$ cat src/hdl/gpio_expander_defs.svh
// Constants for the two-port serial I/O expander
`ifndef GPIO_EXPANDER_DEFS_SVH
`define GPIO_EXPANDER_DEFS_SVH

// ****************************************************
// Register pointer values
// ****************************************************
`define REG_IN0 3'h0
`define REG_IN1 3'h1
`define REG_OUT0 3'h2
`define REG_OUT1 3'h3
`define REG_POL0 3'h4
`define REG_POL1 3'h5
`define REG_CFG0 3'h6
`define REG_CFG1 3'h7

// ****************************************************
// Reset values
// ****************************************************
`define CFG_RESET 8'hff
`define OUT_RESET 8'hff
`define POL_RESET 8'h00

// ****************************************************
// Serial framing and timing
// ****************************************************
`define BITS_PER_BYTE 4'h8
// Eight data bits plus the acknowledge slot
`define BITS_PER_SLOT 4'h9
`define ADDR_BASE_DEFAULT 7'h2a
`define SCL_MAX_KHZ 400
`define CLK_MHZ 125
`define PRIME_CYCLES 2'h3

`endif

$ cat src/hdl/gpio_expander_pkg.sv
// Types shared by the serial I/O expander
package gpio_expander_pkg;

    // Serial slave states
    typedef enum logic [3:0] {
        ST_IDLE = 4'b0000,
        ST_ADDR = 4'b0001,
        ST_ADDR_ACK = 4'b0010,
        ST_CMD = 4'b0011,
        ST_CMD_ACK = 4'b0100,
        ST_WR = 4'b0101,
        ST_WR_ACK = 4'b0110,
        ST_RD = 4'b0111,
        ST_RD_ACK = 4'b1000
    } slave_state_t;

endpackage : gpio_expander_pkg

$ cat src/hdl/bit_sync.sv
// Two-flop synchroniser for pins entering the clk domain
`timescale 1ns/1ps
`default_nettype none

module bit_sync #(
    parameter int WIDTH = 1,
    parameter logic RESET_VAL = 1'b0
) (
    input wire logic clk,
    input wire logic rst_n,
    input wire logic [WIDTH-1:0] async_in,
    output logic [WIDTH-1:0] sync_out
);

    logic [WIDTH-1:0] stage1;

    // ****************************************************
    // Synchroniser chain
    // ****************************************************
    // First stage feeds only the second stage
    always_ff @(posedge clk or negedge rst_n) begin
        if (!rst_n) begin
            stage1 <= {WIDTH{RESET_VAL}};
            sync_out <= {WIDTH{RESET_VAL}};
        end else begin
            stage1 <= async_in;
            sync_out <= stage1;
        end
    end

endmodule : bit_sync

`default_nettype wire

$ cat src/hdl/gpio_expander.sv
// Sixteen-line serial-controlled I/O expander with interrupt
// Summary of operation
// - Two 8-bit ports, four registers each
// - All lines inputs, drivers off after reset
// - Direction bits select drive or receive
// - Input sampled, outputs latched until rewritten
// - Polarity bit inverts reported input value
// - Every register readable over serial bus
// - Reset loads defaults, slave goes idle
// - Reset pin repeats power-on initialisation
// - Interrupt when input differs from register
// - Interrupt open-drain, active low
// - Address select picks one of two addresses
// - Serial bus works up to 400 kHz
`timescale 1ns/1ps
`default_nettype none
`include "gpio_expander_defs.svh"

module gpio_expander #(
    parameter logic [6:0] ADDR_BASE = `ADDR_BASE_DEFAULT,
    parameter int LINES = 16
) (
    input wire logic clk,
    input wire logic rst_n,
    input wire logic scl_i,
    input wire logic sda_i,
    output logic sda_o,
    output logic sda_oe,
    input wire logic addr_sel,
    input wire logic [LINES-1:0] port_in,
    output logic [LINES-1:0] port_out,
    output logic [LINES-1:0] port_oe,
    output logic int_n_o,
    output logic int_n_oe
);

    // ****************************************************
    // Helper functions
    // ****************************************************

    // Pointer steps between the two bytes of a register pair
    function automatic logic [2:0] pair_next(input logic [2:0] p);
        pair_next = {p[2:1], ~p[0]};
    endfunction : pair_next

    // ****************************************************
    // Reset release and pin synchronisers
    // ****************************************************
    logic rst_sync_n, scl_s, sda_s, addr_s;
    logic [LINES-1:0] pin_s;

    // Reset asserts at once, releases through two flops
    bit_sync #(.WIDTH(1), .RESET_VAL(1'b0)) u_rst_sync (
        .clk(clk),
        .rst_n(rst_n),
        .async_in(1'b1),
        .sync_out(rst_sync_n)
    );

    // Bus idles high, so its synchronisers reset high;
    // 125 MHz sampling gives hundreds of samples per 400 kHz bit
    bit_sync #(.WIDTH(2), .RESET_VAL(1'b1)) u_bus_sync (
        .clk(clk),
        .rst_n(rst_sync_n),
        .async_in({scl_i, sda_i}),
        .sync_out({scl_s, sda_s})
    );

    // Address strap and port pins
    bit_sync #(.WIDTH(LINES + 1), .RESET_VAL(1'b0)) u_pin_sync (
        .clk(clk),
        .rst_n(rst_sync_n),
        .async_in({addr_sel, port_in}),
        .sync_out({addr_s, pin_s})
    );

    // ****************************************************
    // Bus edge detection
    // ****************************************************
    logic scl_d, sda_d, scl_rise, scl_fall, bus_start, bus_stop;

    // Delayed copies for edge finding
    always_ff @(posedge clk or negedge rst_sync_n) begin
        if (!rst_sync_n) begin
            scl_d <= 1'b1;
            sda_d <= 1'b1;
        end else begin
            scl_d <= scl_s;
            sda_d <= sda_s;
        end
    end

    // Start and stop are data edges while the clock is high
    assign scl_rise = scl_s && !scl_d;
    assign scl_fall = !scl_s && scl_d;
    assign bus_start = scl_s && scl_d && sda_d && !sda_s;
    assign bus_stop = scl_s && scl_d && !sda_d && sda_s;

    // ****************************************************
    // Register file
    // ****************************************************
    logic [7:0] cfg [2], outr [2], pol [2], snap [2];
    logic [7:0] shift_in, tx, load_byte;
    logic [2:0] ptr, load_ptr;
    logic [3:0] bit_cnt;
    logic rw, nack, wr_now, load_now, addr_hit;
    gpio_expander_pkg::slave_state_t state;

    // A byte is written at the clock fall that ends its eighth bit
    assign wr_now = scl_fall && (state == gpio_expander_pkg::ST_WR)
        && (bit_cnt == `BITS_PER_BYTE);

    // A byte is fetched after the address ack or a master ack
    assign load_now = scl_fall && (((state == gpio_expander_pkg::ST_ADDR_ACK) && rw)
        || ((state == gpio_expander_pkg::ST_RD_ACK) && !nack));
    assign load_ptr = (state == gpio_expander_pkg::ST_ADDR_ACK) ? ptr : pair_next(ptr);

    // Address select supplies bit zero of the slave address
    assign addr_hit = (shift_in[7:1] == {ADDR_BASE[6:1], addr_s});

    // Read multiplexer over every register
    always_comb begin
        unique case (load_ptr)
            `REG_IN0: load_byte = pin_s[7:0] ^ pol[0];
            `REG_IN1: load_byte = pin_s[15:8] ^ pol[1];
            `REG_OUT0: load_byte = outr[0];
            `REG_OUT1: load_byte = outr[1];
            `REG_POL0: load_byte = pol[0];
            `REG_POL1: load_byte = pol[1];
            `REG_CFG0: load_byte = cfg[0];
            `REG_CFG1: load_byte = cfg[1];
        endcase
    end

    // Writable registers; input registers ignore writes.
    // Output enables are the inverted direction bits, held in a flop.
    always_ff @(posedge clk or negedge rst_sync_n) begin
        if (!rst_sync_n) begin
            cfg[0] <= `CFG_RESET;
            cfg[1] <= `CFG_RESET;
            outr[0] <= `OUT_RESET;
            outr[1] <= `OUT_RESET;
            pol[0] <= `POL_RESET;
            pol[1] <= `POL_RESET;
            port_oe <= '0;
            port_out <= {`OUT_RESET, `OUT_RESET};
        end else if (wr_now) begin
            unique case (ptr)
                `REG_OUT0: begin
                    outr[0] <= shift_in;
                    port_out[7:0] <= shift_in;
                end
                `REG_OUT1: begin
                    outr[1] <= shift_in;
                    port_out[15:8] <= shift_in;
                end
                `REG_POL0: pol[0] <= shift_in;
                `REG_POL1: pol[1] <= shift_in;
                `REG_CFG0: begin
                    cfg[0] <= shift_in;
                    port_oe[7:0] <= ~shift_in;
                end
                `REG_CFG1: begin
                    cfg[1] <= shift_in;
                    port_oe[15:8] <= ~shift_in;
                end
                default: begin
                end
            endcase
        end
    end

    // ****************************************************
    // Input capture and interrupt
    // ****************************************************
    logic [1:0] prime_cnt;
    logic [LINES-1:0] mismatch;

    // Snapshot is taken once the pin synchroniser has filled,
    // and again whenever the master reads an input register
    always_ff @(posedge clk or negedge rst_sync_n) begin
        if (!rst_sync_n) begin
            prime_cnt <= 2'h0;
            snap[0] <= 8'h00;
            snap[1] <= 8'h00;
        end else if (prime_cnt != `PRIME_CYCLES) begin
            prime_cnt <= prime_cnt + 2'h1;
            snap[0] <= pin_s[7:0];
            snap[1] <= pin_s[15:8];
        end else if (load_now && (load_ptr == `REG_IN0)) begin
            snap[0] <= pin_s[7:0];
        end else if (load_now && (load_ptr == `REG_IN1)) begin
            snap[1] <= pin_s[15:8];
        end
    end

    // Only lines set as inputs can raise the interrupt
    assign mismatch = (pin_s ^ {snap[1], snap[0]}) & {cfg[1], cfg[0]};

    // Pull low while any input line differs; held off while priming so no pulse follows reset
    always_ff @(posedge clk or negedge rst_sync_n) begin
        if (!rst_sync_n) begin
            int_n_oe <= 1'b0;
        end else begin
            int_n_oe <= (prime_cnt == `PRIME_CYCLES) && (|mismatch);
        end
    end

    // Open-drain pins only ever drive low
    assign int_n_o = 1'b0;
    assign sda_o = 1'b0;

    // ****************************************************
    // Serial slave sequencer
    // ****************************************************

    // Bit capture on rising clock, sampling master data or ack
    always_ff @(posedge clk or negedge rst_sync_n) begin
        if (!rst_sync_n) begin
            shift_in <= 8'h00;
            nack <= 1'b0;
        end else if (scl_rise) begin
            shift_in <= {shift_in[6:0], sda_s};
            if (state == gpio_expander_pkg::ST_RD_ACK) begin
                nack <= sda_s;
            end
        end
    end

    // Bit counter: the ack is a ninth clock, so every data byte ends on eight
    always_ff @(posedge clk or negedge rst_sync_n) begin
        if (!rst_sync_n) begin
            bit_cnt <= 4'h0;
        end else if (bus_start) begin
            bit_cnt <= 4'h0;
        end else if (scl_fall && (bit_cnt == `BITS_PER_SLOT)) begin
            bit_cnt <= 4'h0;
        end else if (scl_rise && (state != gpio_expander_pkg::ST_IDLE)) begin
            bit_cnt <= bit_cnt + 4'h1;
        end
    end

    // Main state machine; data line changes only on clock fall.
    // Start or stop anywhere aborts the transfer cleanly.
    always_ff @(posedge clk or negedge rst_sync_n) begin
        if (!rst_sync_n) begin
            state <= gpio_expander_pkg::ST_IDLE;
            sda_oe <= 1'b0;
            rw <= 1'b0;
            ptr <= `REG_IN0;
            tx <= 8'h00;
        end else if (bus_start) begin
            state <= gpio_expander_pkg::ST_ADDR;
            sda_oe <= 1'b0;
        end else if (bus_stop) begin
            state <= gpio_expander_pkg::ST_IDLE;
            sda_oe <= 1'b0;
        end else if (scl_fall) begin
            unique case (state)
                gpio_expander_pkg::ST_IDLE: sda_oe <= 1'b0;
                gpio_expander_pkg::ST_ADDR: begin
                    if (bit_cnt == `BITS_PER_BYTE) begin
                        if (addr_hit) begin
                            rw <= shift_in[0];
                            sda_oe <= 1'b1;
                            state <= gpio_expander_pkg::ST_ADDR_ACK;
                        end else begin
                            state <= gpio_expander_pkg::ST_IDLE;
                        end
                    end
                end
                gpio_expander_pkg::ST_ADDR_ACK: begin
                    if (rw) begin
                        tx <= load_byte;
                        sda_oe <= ~load_byte[7];
                        state <= gpio_expander_pkg::ST_RD;
                    end else begin
                        sda_oe <= 1'b0;
                        state <= gpio_expander_pkg::ST_CMD;
                    end
                end
                gpio_expander_pkg::ST_CMD: begin
                    if (bit_cnt == `BITS_PER_BYTE) begin
                        ptr <= shift_in[2:0];
                        sda_oe <= 1'b1;
                        state <= gpio_expander_pkg::ST_CMD_ACK;
                    end
                end
                gpio_expander_pkg::ST_CMD_ACK: begin
                    sda_oe <= 1'b0;
                    state <= gpio_expander_pkg::ST_WR;
                end
                gpio_expander_pkg::ST_WR: begin
                    if (bit_cnt == `BITS_PER_BYTE) begin
                        sda_oe <= 1'b1;
                        state <= gpio_expander_pkg::ST_WR_ACK;
                    end
                end
                gpio_expander_pkg::ST_WR_ACK: begin
                    sda_oe <= 1'b0;
                    ptr <= pair_next(ptr);
                    state <= gpio_expander_pkg::ST_WR;
                end
                gpio_expander_pkg::ST_RD: begin
                    if (bit_cnt == `BITS_PER_BYTE) begin
                        sda_oe <= 1'b0;
                        state <= gpio_expander_pkg::ST_RD_ACK;
                    end else begin
                        tx <= {tx[6:0], 1'b0};
                        sda_oe <= ~tx[6];
                    end
                end
                gpio_expander_pkg::ST_RD_ACK: begin
                    if (nack) begin
                        sda_oe <= 1'b0;
                        state <= gpio_expander_pkg::ST_IDLE;
                    end else begin
                        ptr <= load_ptr;
                        tx <= load_byte;
                        sda_oe <= ~load_byte[7];
                        state <= gpio_expander_pkg::ST_RD;
                    end
                end
                default: begin
                    sda_oe <= 1'b0;
                    state <= gpio_expander_pkg::ST_IDLE;
                end
            endcase
        end
    end

endmodule : gpio_expander

`default_nettype wire

$ cat config.mk
export PLATFORM = sky130hd
export DESIGN_NAME = gpio_expander
export DESIGN_NICKNAME = d
export VERILOG_FILES = /design/src/hdl/gpio_expander_pkg.sv /design/src/hdl/bit_sync.sv /design/src/hdl/gpio_expander.sv
export VERILOG_INCLUDE_DIRS = /design/src /design/src/hdl
export SDC_FILE = /design/constraint.sdc
export NUM_CORES = 1
export LEC_CHECK = 0
export BUFFER_PORTS_ARGS = -buffer_cell sky130_fd_sc_hd__buf_2
export CAP_MARGIN = 25
export CORE_ASPECT_RATIO = 1.25
export CORE_MARGIN = 2
export CORE_UTILIZATION = 40
export DETAILED_ROUTE_END_ITERATION = 8
export PLACE_DENSITY = 0.65
export SYNTH_ARGS = -nofsm -noshare
export SYNTH_HDL_FRONTEND = slang
export SYNTH_SLANG_ARGS = --single-unit
$ cat constraint.sdc
create_clock -name clk -period 5.3 [get_ports clk]
set_input_delay 0.53 -clock clk [delete_from_list [all_inputs] [get_ports clk]]
set_output_delay 0.53 -clock clk [all_outputs]
set_load 0.05 [all_outputs]
Word-level counts from Yosys, hierarchy flattened

Cells that the tools add are included.

$add $sub $neg: 2
Equality and inequality tests: 38
Mux-type cells: 37
Bitwise operators: 11
Reduce and logical (&&, ||, !) cells: 50

Operator list:

| operator                                                        | number |
|---|---|
| 8-bit one-hot mux with 8 select lines                           | 1 |
| 4-bit two-way mux                                               | 10 |
| 4-bit one-hot mux with 8 select lines                           | 1 |
| 3-bit == test, second input constant                            | 8 |
| 8-bit two-way mux                                               | 3 |
| 7-bit two-way mux                                               | 3 |
| 7-bit one-hot mux with 3 select lines                           | 1 |
| 6-bit AND reduction                                             | 3 |
| 1-bit logical AND                                               | 17 |
| 16-bit bitwise AND                                              | 1 |
| 4-bit by 3-bit == test with 1-bit output, second input constant | 4 |
| 16-bit two-way mux                                              | 1 |
| 4-bit != test, second input constant                            | 4 |
| 2-bit AND reduction                                             | 8 |
| 16-bit OR reduction                                             | 1 |
| 16-bit bitwise XOR                                              | 1 |
| 8-bit bitwise XOR                                               | 2 |
| 7-bit AND reduction                                             | 2 |
| 3-bit by 2-bit == test with 1-bit output, second input constant | 4 |
| 4-bit == test, second input constant                            | 3 |
| 3-bit two-way mux                                               | 4 |
| 2-bit != test, second input constant                            | 6 |
| 3-bit nonzero test                                              | 4 |
| 1-bit two-way mux                                               | 10 |
| 23 further kinds                                                | 36 |

Bits in registers: 154
Input port bits: 21
Output and inout bits: 36
Word-level logic and storage cells: 167

Depth between registers and ports, before layout

Depth after elaboration: 10
Gate-level depth with buffers: 9
Depth with buffers taken out: 6

Modules after synthesis

A second synthesis with hierarchy kept.

Cells, all modules: 562
Area, all modules: 6871.6 um2

Modules (own cells, without submodules):

| module                | instances | cells an instance | area an instance (um2) | seq. area each (um2) |
|---|---|---|---|---|
| gpio_expander         | 1         | 522               | 5865.6                 | 2895.3 |
| bit_sync (u_pin_sync) | 1         | 34                | 850.8                  | 850.8 |
| bit_sync (u_bus_sync) | 1         | 4                 | 105.1                  | 105.1 |
| bit_sync (u_rst_sync) | 1         | 2                 | 50.0                   | 50.0 |

Worst setup path after synthesis

Ideal clock, no wire load.

Kind: register -> register
From: register state[1]
To: register snap[10] (netlist bit)
Library setup time: 0.125 ns
Arrival: 2.106 ns
Required time: 5.175 ns
Setup slack: 3.069 ns
Cell stages (with the launch flop): 6
Buffers on the path: 1
Clock period less this slack: 2.231 ns
Path through: dfrtp_1 -> buf_2 -> or3b_4 -> a2111o_1 -> o31ai_4 -> mux2_2

Cells in the longest elaborated chain, start to end: 6
Elaborated cells on any way between the ends: 10
Those cells by class: 2 x eq/ne; 1 x mux; 7 x reduce/logical

RTL lines:

| element                                                                          | line                 | RTL |
|---|---|---|
| from (decl)                                                                      | gpio_expander.sv:107 | `gpio_expander_pkg::slave_state_t state;` |
| from (signal assigned)                                                           | gpio_expander.sv:247 | `state <= gpio_expander_pkg::ST_IDLE;` |
| from (signal assigned)                                                           | gpio_expander.sv:253 | `state <= gpio_expander_pkg::ST_ADDR;` |
| from (signal assigned)                                                           | gpio_expander.sv:256 | `state <= gpio_expander_pkg::ST_IDLE;` |
| branches (longest 4 deep; another with 4-bit by 2-bit == test with 1-bit output) | -                    |  |
| 1-bit logical AND *                                                              | gpio_expander.sv:190 | `` end else if (load_now && (load_ptr == `REG_IN0)) begin `` |
| 2-bit nonzero test (no line) *                                                   | -                    |  |
| to (decl)                                                                        | gpio_expander.sv:102 | `logic [7:0] cfg [2], outr [2], pol [2], snap [2];` |

Every way passes the cells marked *.
A chain may end at the register's enable or synchronous reset.

Worst setup path in the final report

From: register state[0]
To: register pol[4] (netlist bit)

Cells in the longest elaborated chain, start to end: 4

RTL lines:

| element                                  | line                 | RTL |
|---|---|---|
| 4-bit by 3-bit == test with 1-bit output | gpio_expander.sv:110 | `assign wr_now = scl_fall && (state == gpio_expander_pkg::ST_WR)` |
| 1-bit logical AND (2 in a row)           | gpio_expander.sv:110 |  |
| 2-bit AND reduction (no line)            | -                    |  |
| to (decl)                                | gpio_expander.sv:102 |  |

No other way between the ends.

==> metrics.md <==
| Metric | Value |
|---|---|
| Clock slew at reported path FFs | `roughly 0.06 ns` |
| CTS H-Tree Depth | `4` |
| Run status | `finished, final reports clean` |
| Leak | `approximately 3.6 nW` |
| Post-Place Cells | `793` |
| Clk sinks | `154` |
| Gates resized, CTS repair | `0` |
| Drt via density | `around 5.4` |
| Worst hold margin | `between 0.2 and 0.25 ns` |
| Cell Pwr Density | `roughly 370 mW/mm2` |
| CTS root buf | `clkbuf_16` |
| Layout Utilization | `46.8%` |
| Die area | `0.0186 mm2` |
| Number of remaining DRC errors | `0` |
| Antenna violations before repair | `0` |
| CTS tree | `done` |
| Overall Global Routing Usage | `approximately 18%` |
| Synthesized area | `0.00700 mm2` |
| Die outline height | `~150 um` |
| Share of cells above drive strength 1 | `38.4%` |
| Rows | `54` |
| Setup violations, final | `0` |
| Fmax | `approximately 340 MHz` |
| Maximum VDD drop | `0.208 mV` |
| Hold buffer count at cts | `1` |
| Sequential share of the synthesized area | `approximately 56%` |
| Yosys Warn Count | `0` |
| Antenna diodes | `0` |
| Worst setup EP type | `register` |
| Ys async rst share | `100%` |
| Largest net degree at the start of global routing | `approximately 150` |
| Total Wirelength | `~15000 um` |
| Vias in the first global route | `~4700` |
| CP required | `5.61 ns` |
| DP Wirelength | `between 10000 and 15000 um` |
| Cell variety after synth | `between 50 and 60` |
| Slew Limit Headroom | `44.1%` |
| Post-Layout Cell Count | `approximately 830` |
| CTS max path bufs | `2` |
| RSZ-0062 raised after global routing | `false` |
| Initial Util | `40.5%` |
| Port bufs | `between 50 and 60` |
| DR iter-0 viols | `213` |
| Post-synth EDFFs | `0` |
| Worst Setup SP | `state[0]$_DFFE_PN0P_` |
| Vias | `between 4000 and 5000` |
| Syn Area/Cell | `about 13 um2` |
| CTS Buf Count | `17` |
| Core area | `around 0.017 mm2` |
| Design area | `0.00809 mm2` |
| Max_cap viols | `0` |
| Crit path launch type | `register` |
| Hold Fails Final Rpt | `0` |
| Cell Area, Placed | `~0.0074 mm2` |
| ANT nets after route | `0` |
| Top FF cell, synth | `dfrtp_1` |
| Storage cell area | `between 0.003 and 0.004 mm2` |
| Post-CTS setup buffers | `0` |
| Total gr overflow | `0` |
| DR WL/cell | `roughly 19 um` |
| Die X | `about 120 um` |
| Post-Synthesis Cells | `roughly 550` |
| Clock Skew | `a little over 0.008 ns` |
| Layout area overhead | `15.5%` |
| #FFs+latches synth | `154` |
| Area of the multi-input gates | `0.00288 mm2` |
| Crit path time final | `2.92 ns` |
| GPL Wtd Cong | `0.771` |
| Hold Startpoint | `scl_i` |
| Nets | `roughly 610` |
| Fill cells | `about 1600` |
| First-pass GRT wire length | `between 20000 and 30000 um` |
| Total Neg Setup Slack | `0 ns` |
| Worst skew pair latency | `approximately 0.42 ns` |
| Slew @ Worst Pin | `about 0.84 ns` |
| R2r startpoint | `state[0]$_DFFE_PN0P_` |
| Num ports | `57` |
| Pre-Repair DR Iteration Count | `4` |
| Crit path DAT | `approximately 3.2 ns` |
| Period utilization | `about 55%` |
| Hold WC Path Type | `in -> reg` |
| Worst Path Class, Setup | `reg -> reg` |
| Peak fanout along the critical path | `25` |
| Fin. max-slew vios | `0` |
power by group:
part,internal [mW],switching [mW],total [mW]
logic,0.123,0.142,0.266
registers,1.25,0.162,1.41
clock network,0.832,0.491,1.32
metal layers:
metal | GRT usage [%] | vias up | routed length, um
met5 | 0 | - | 0
met4 | 6.40 | 0 | 308
met3 | 3.68 | 24 | 568
met2 | 30.7 | 107 | 8230
met1 | 21.9 | 2297 | 6370
li1 | - | 2055 | -
layout by cell type, fill, tap and decap left out, types with 3 or more instances in the layout:
cell       count
nor4_1         3
mux2i_1        5
a21oi_1        4
o2bb2ai_1      3
and2_1         4
nand3b_1       4
nand3_1        5
ha_1           4
o21a_1         7
nand4_1       11
nand2b_1      16
inv_6          4
nor2_1        11
mux4_2         6
buf_4          5
or3_1          3
a21o_1         5
conb_1         3
buf_2         54
o31ai_1        7
nor3_1         4
a211oi_1       3
a22oi_1        8
o21ai_0       39
bufinv_16      4
inv_1          9
mux2_2        81
or2_2          3
nor4b_1        5
xor2_1        25
clkbuf_16     17
dfrtp_1      115
nor2b_1       12
nand2_1        7
o211ai_1      15
dfstp_2       38
clkbuf_8       3
xnor2_1       12
worst paths after layout:
| kind | depth (start not counted) | slack, ns | endpoint |
|---|---|---|---|
| max | 4 | 2.38 | pol[4]$_DFFE_PN0P_ |
| min | 1 | 0.21 | u_bus_sync.stage1[1]$_DFF_PN1_ |
| max reg2reg | 4 | 2.38 | pol[4]$_DFFE_PN0P_ |
| min reg2reg | 0 | 0.35 | u_pin_sync.sync_out[12]$_DFF_PN0_ |
| max in group asynchronous | 1 | 4.19 | u_pin_sync.stage1[16]$_DFF_PN0_ |
| min in group asynchronous | 2 | 0.42 | u_rst_sync.sync_out$_DFF_PN0_ |
metrics by stage:
step	total power [mW]	setup slack, ns
2_1_floorplan	1.58	0.758
3_3_place_gp	1.67	2.48
3_5_place_dp	1.69	2.37
4_1_cts	3.02	2.39
5_1_grt	3.12	2.20
6_report	3.00	2.38
critical path: stages (launching register included):
cell      delay (ns)
dfrtp_1         0.78
and4bb_2        0.38
nand4_1         0.54
or3b_2          0.79
mux2_2          0.32
logic make-up (layout without fill, tap and decap cells):
| family | count (synthesis) | count (layout) | synth area share [%] |
|---|---|---|---|
| xor+xnor | 37 | 37 | 4.63 |
| mux | 92 | 92 | 15.7 |
| flops | 154 | 154 | 55.7 |
| fa+ha+maj | 4 | 4 | 0.715 |
| simple gates | 103 | 103 | 9.29 |
| compound gates | 107 | 107 | 10.7 |
| buf+inv | 55 | 102 | 3.18 |
| other cells | 2 | 3 | 0.107 |
area by class of cell:
class,count,area share [%]
clock buffer,20,5.77
clock inverter,12,2.27
inverter,9,0.418
multi-input combinational,346,35.6
sequential,154,48.3
tap,224,3.46
timing repair buffer,61,4.18
cells in the mapped netlist (7+ instances only):
master,count,area [um2]
o21ai_0,39,195
inv_1,9,33.8
o21a_1,7,52.6
o31ai_1,7,52.6
nor2b_1,12,75.1
nand2_1,7,26.3
mux2_2,81,912
dfrtp_1,116,2900
a22oi_1,8,60.1
o211ai_1,15,113
nand4_1,11,68.8
xor2_1,25,219
nor2_1,11,41.3
dfstp_2,38,998
clkbuf_1,35,131
nand2b_1,16,100
xnor2_1,12,105
state kept, by name (all words and copies together) (netlist names), 7 cells and up:
register             count
snap                    16
port_out                 8
outr                     8
cfg                     16
tx                       7
shift_in                 8
pol                     16
u_pin_sync.stage1       17
u_pin_sync.sync_out     17
port_oe                 16
No activity file was read; power rests on OpenSTA's default activity.
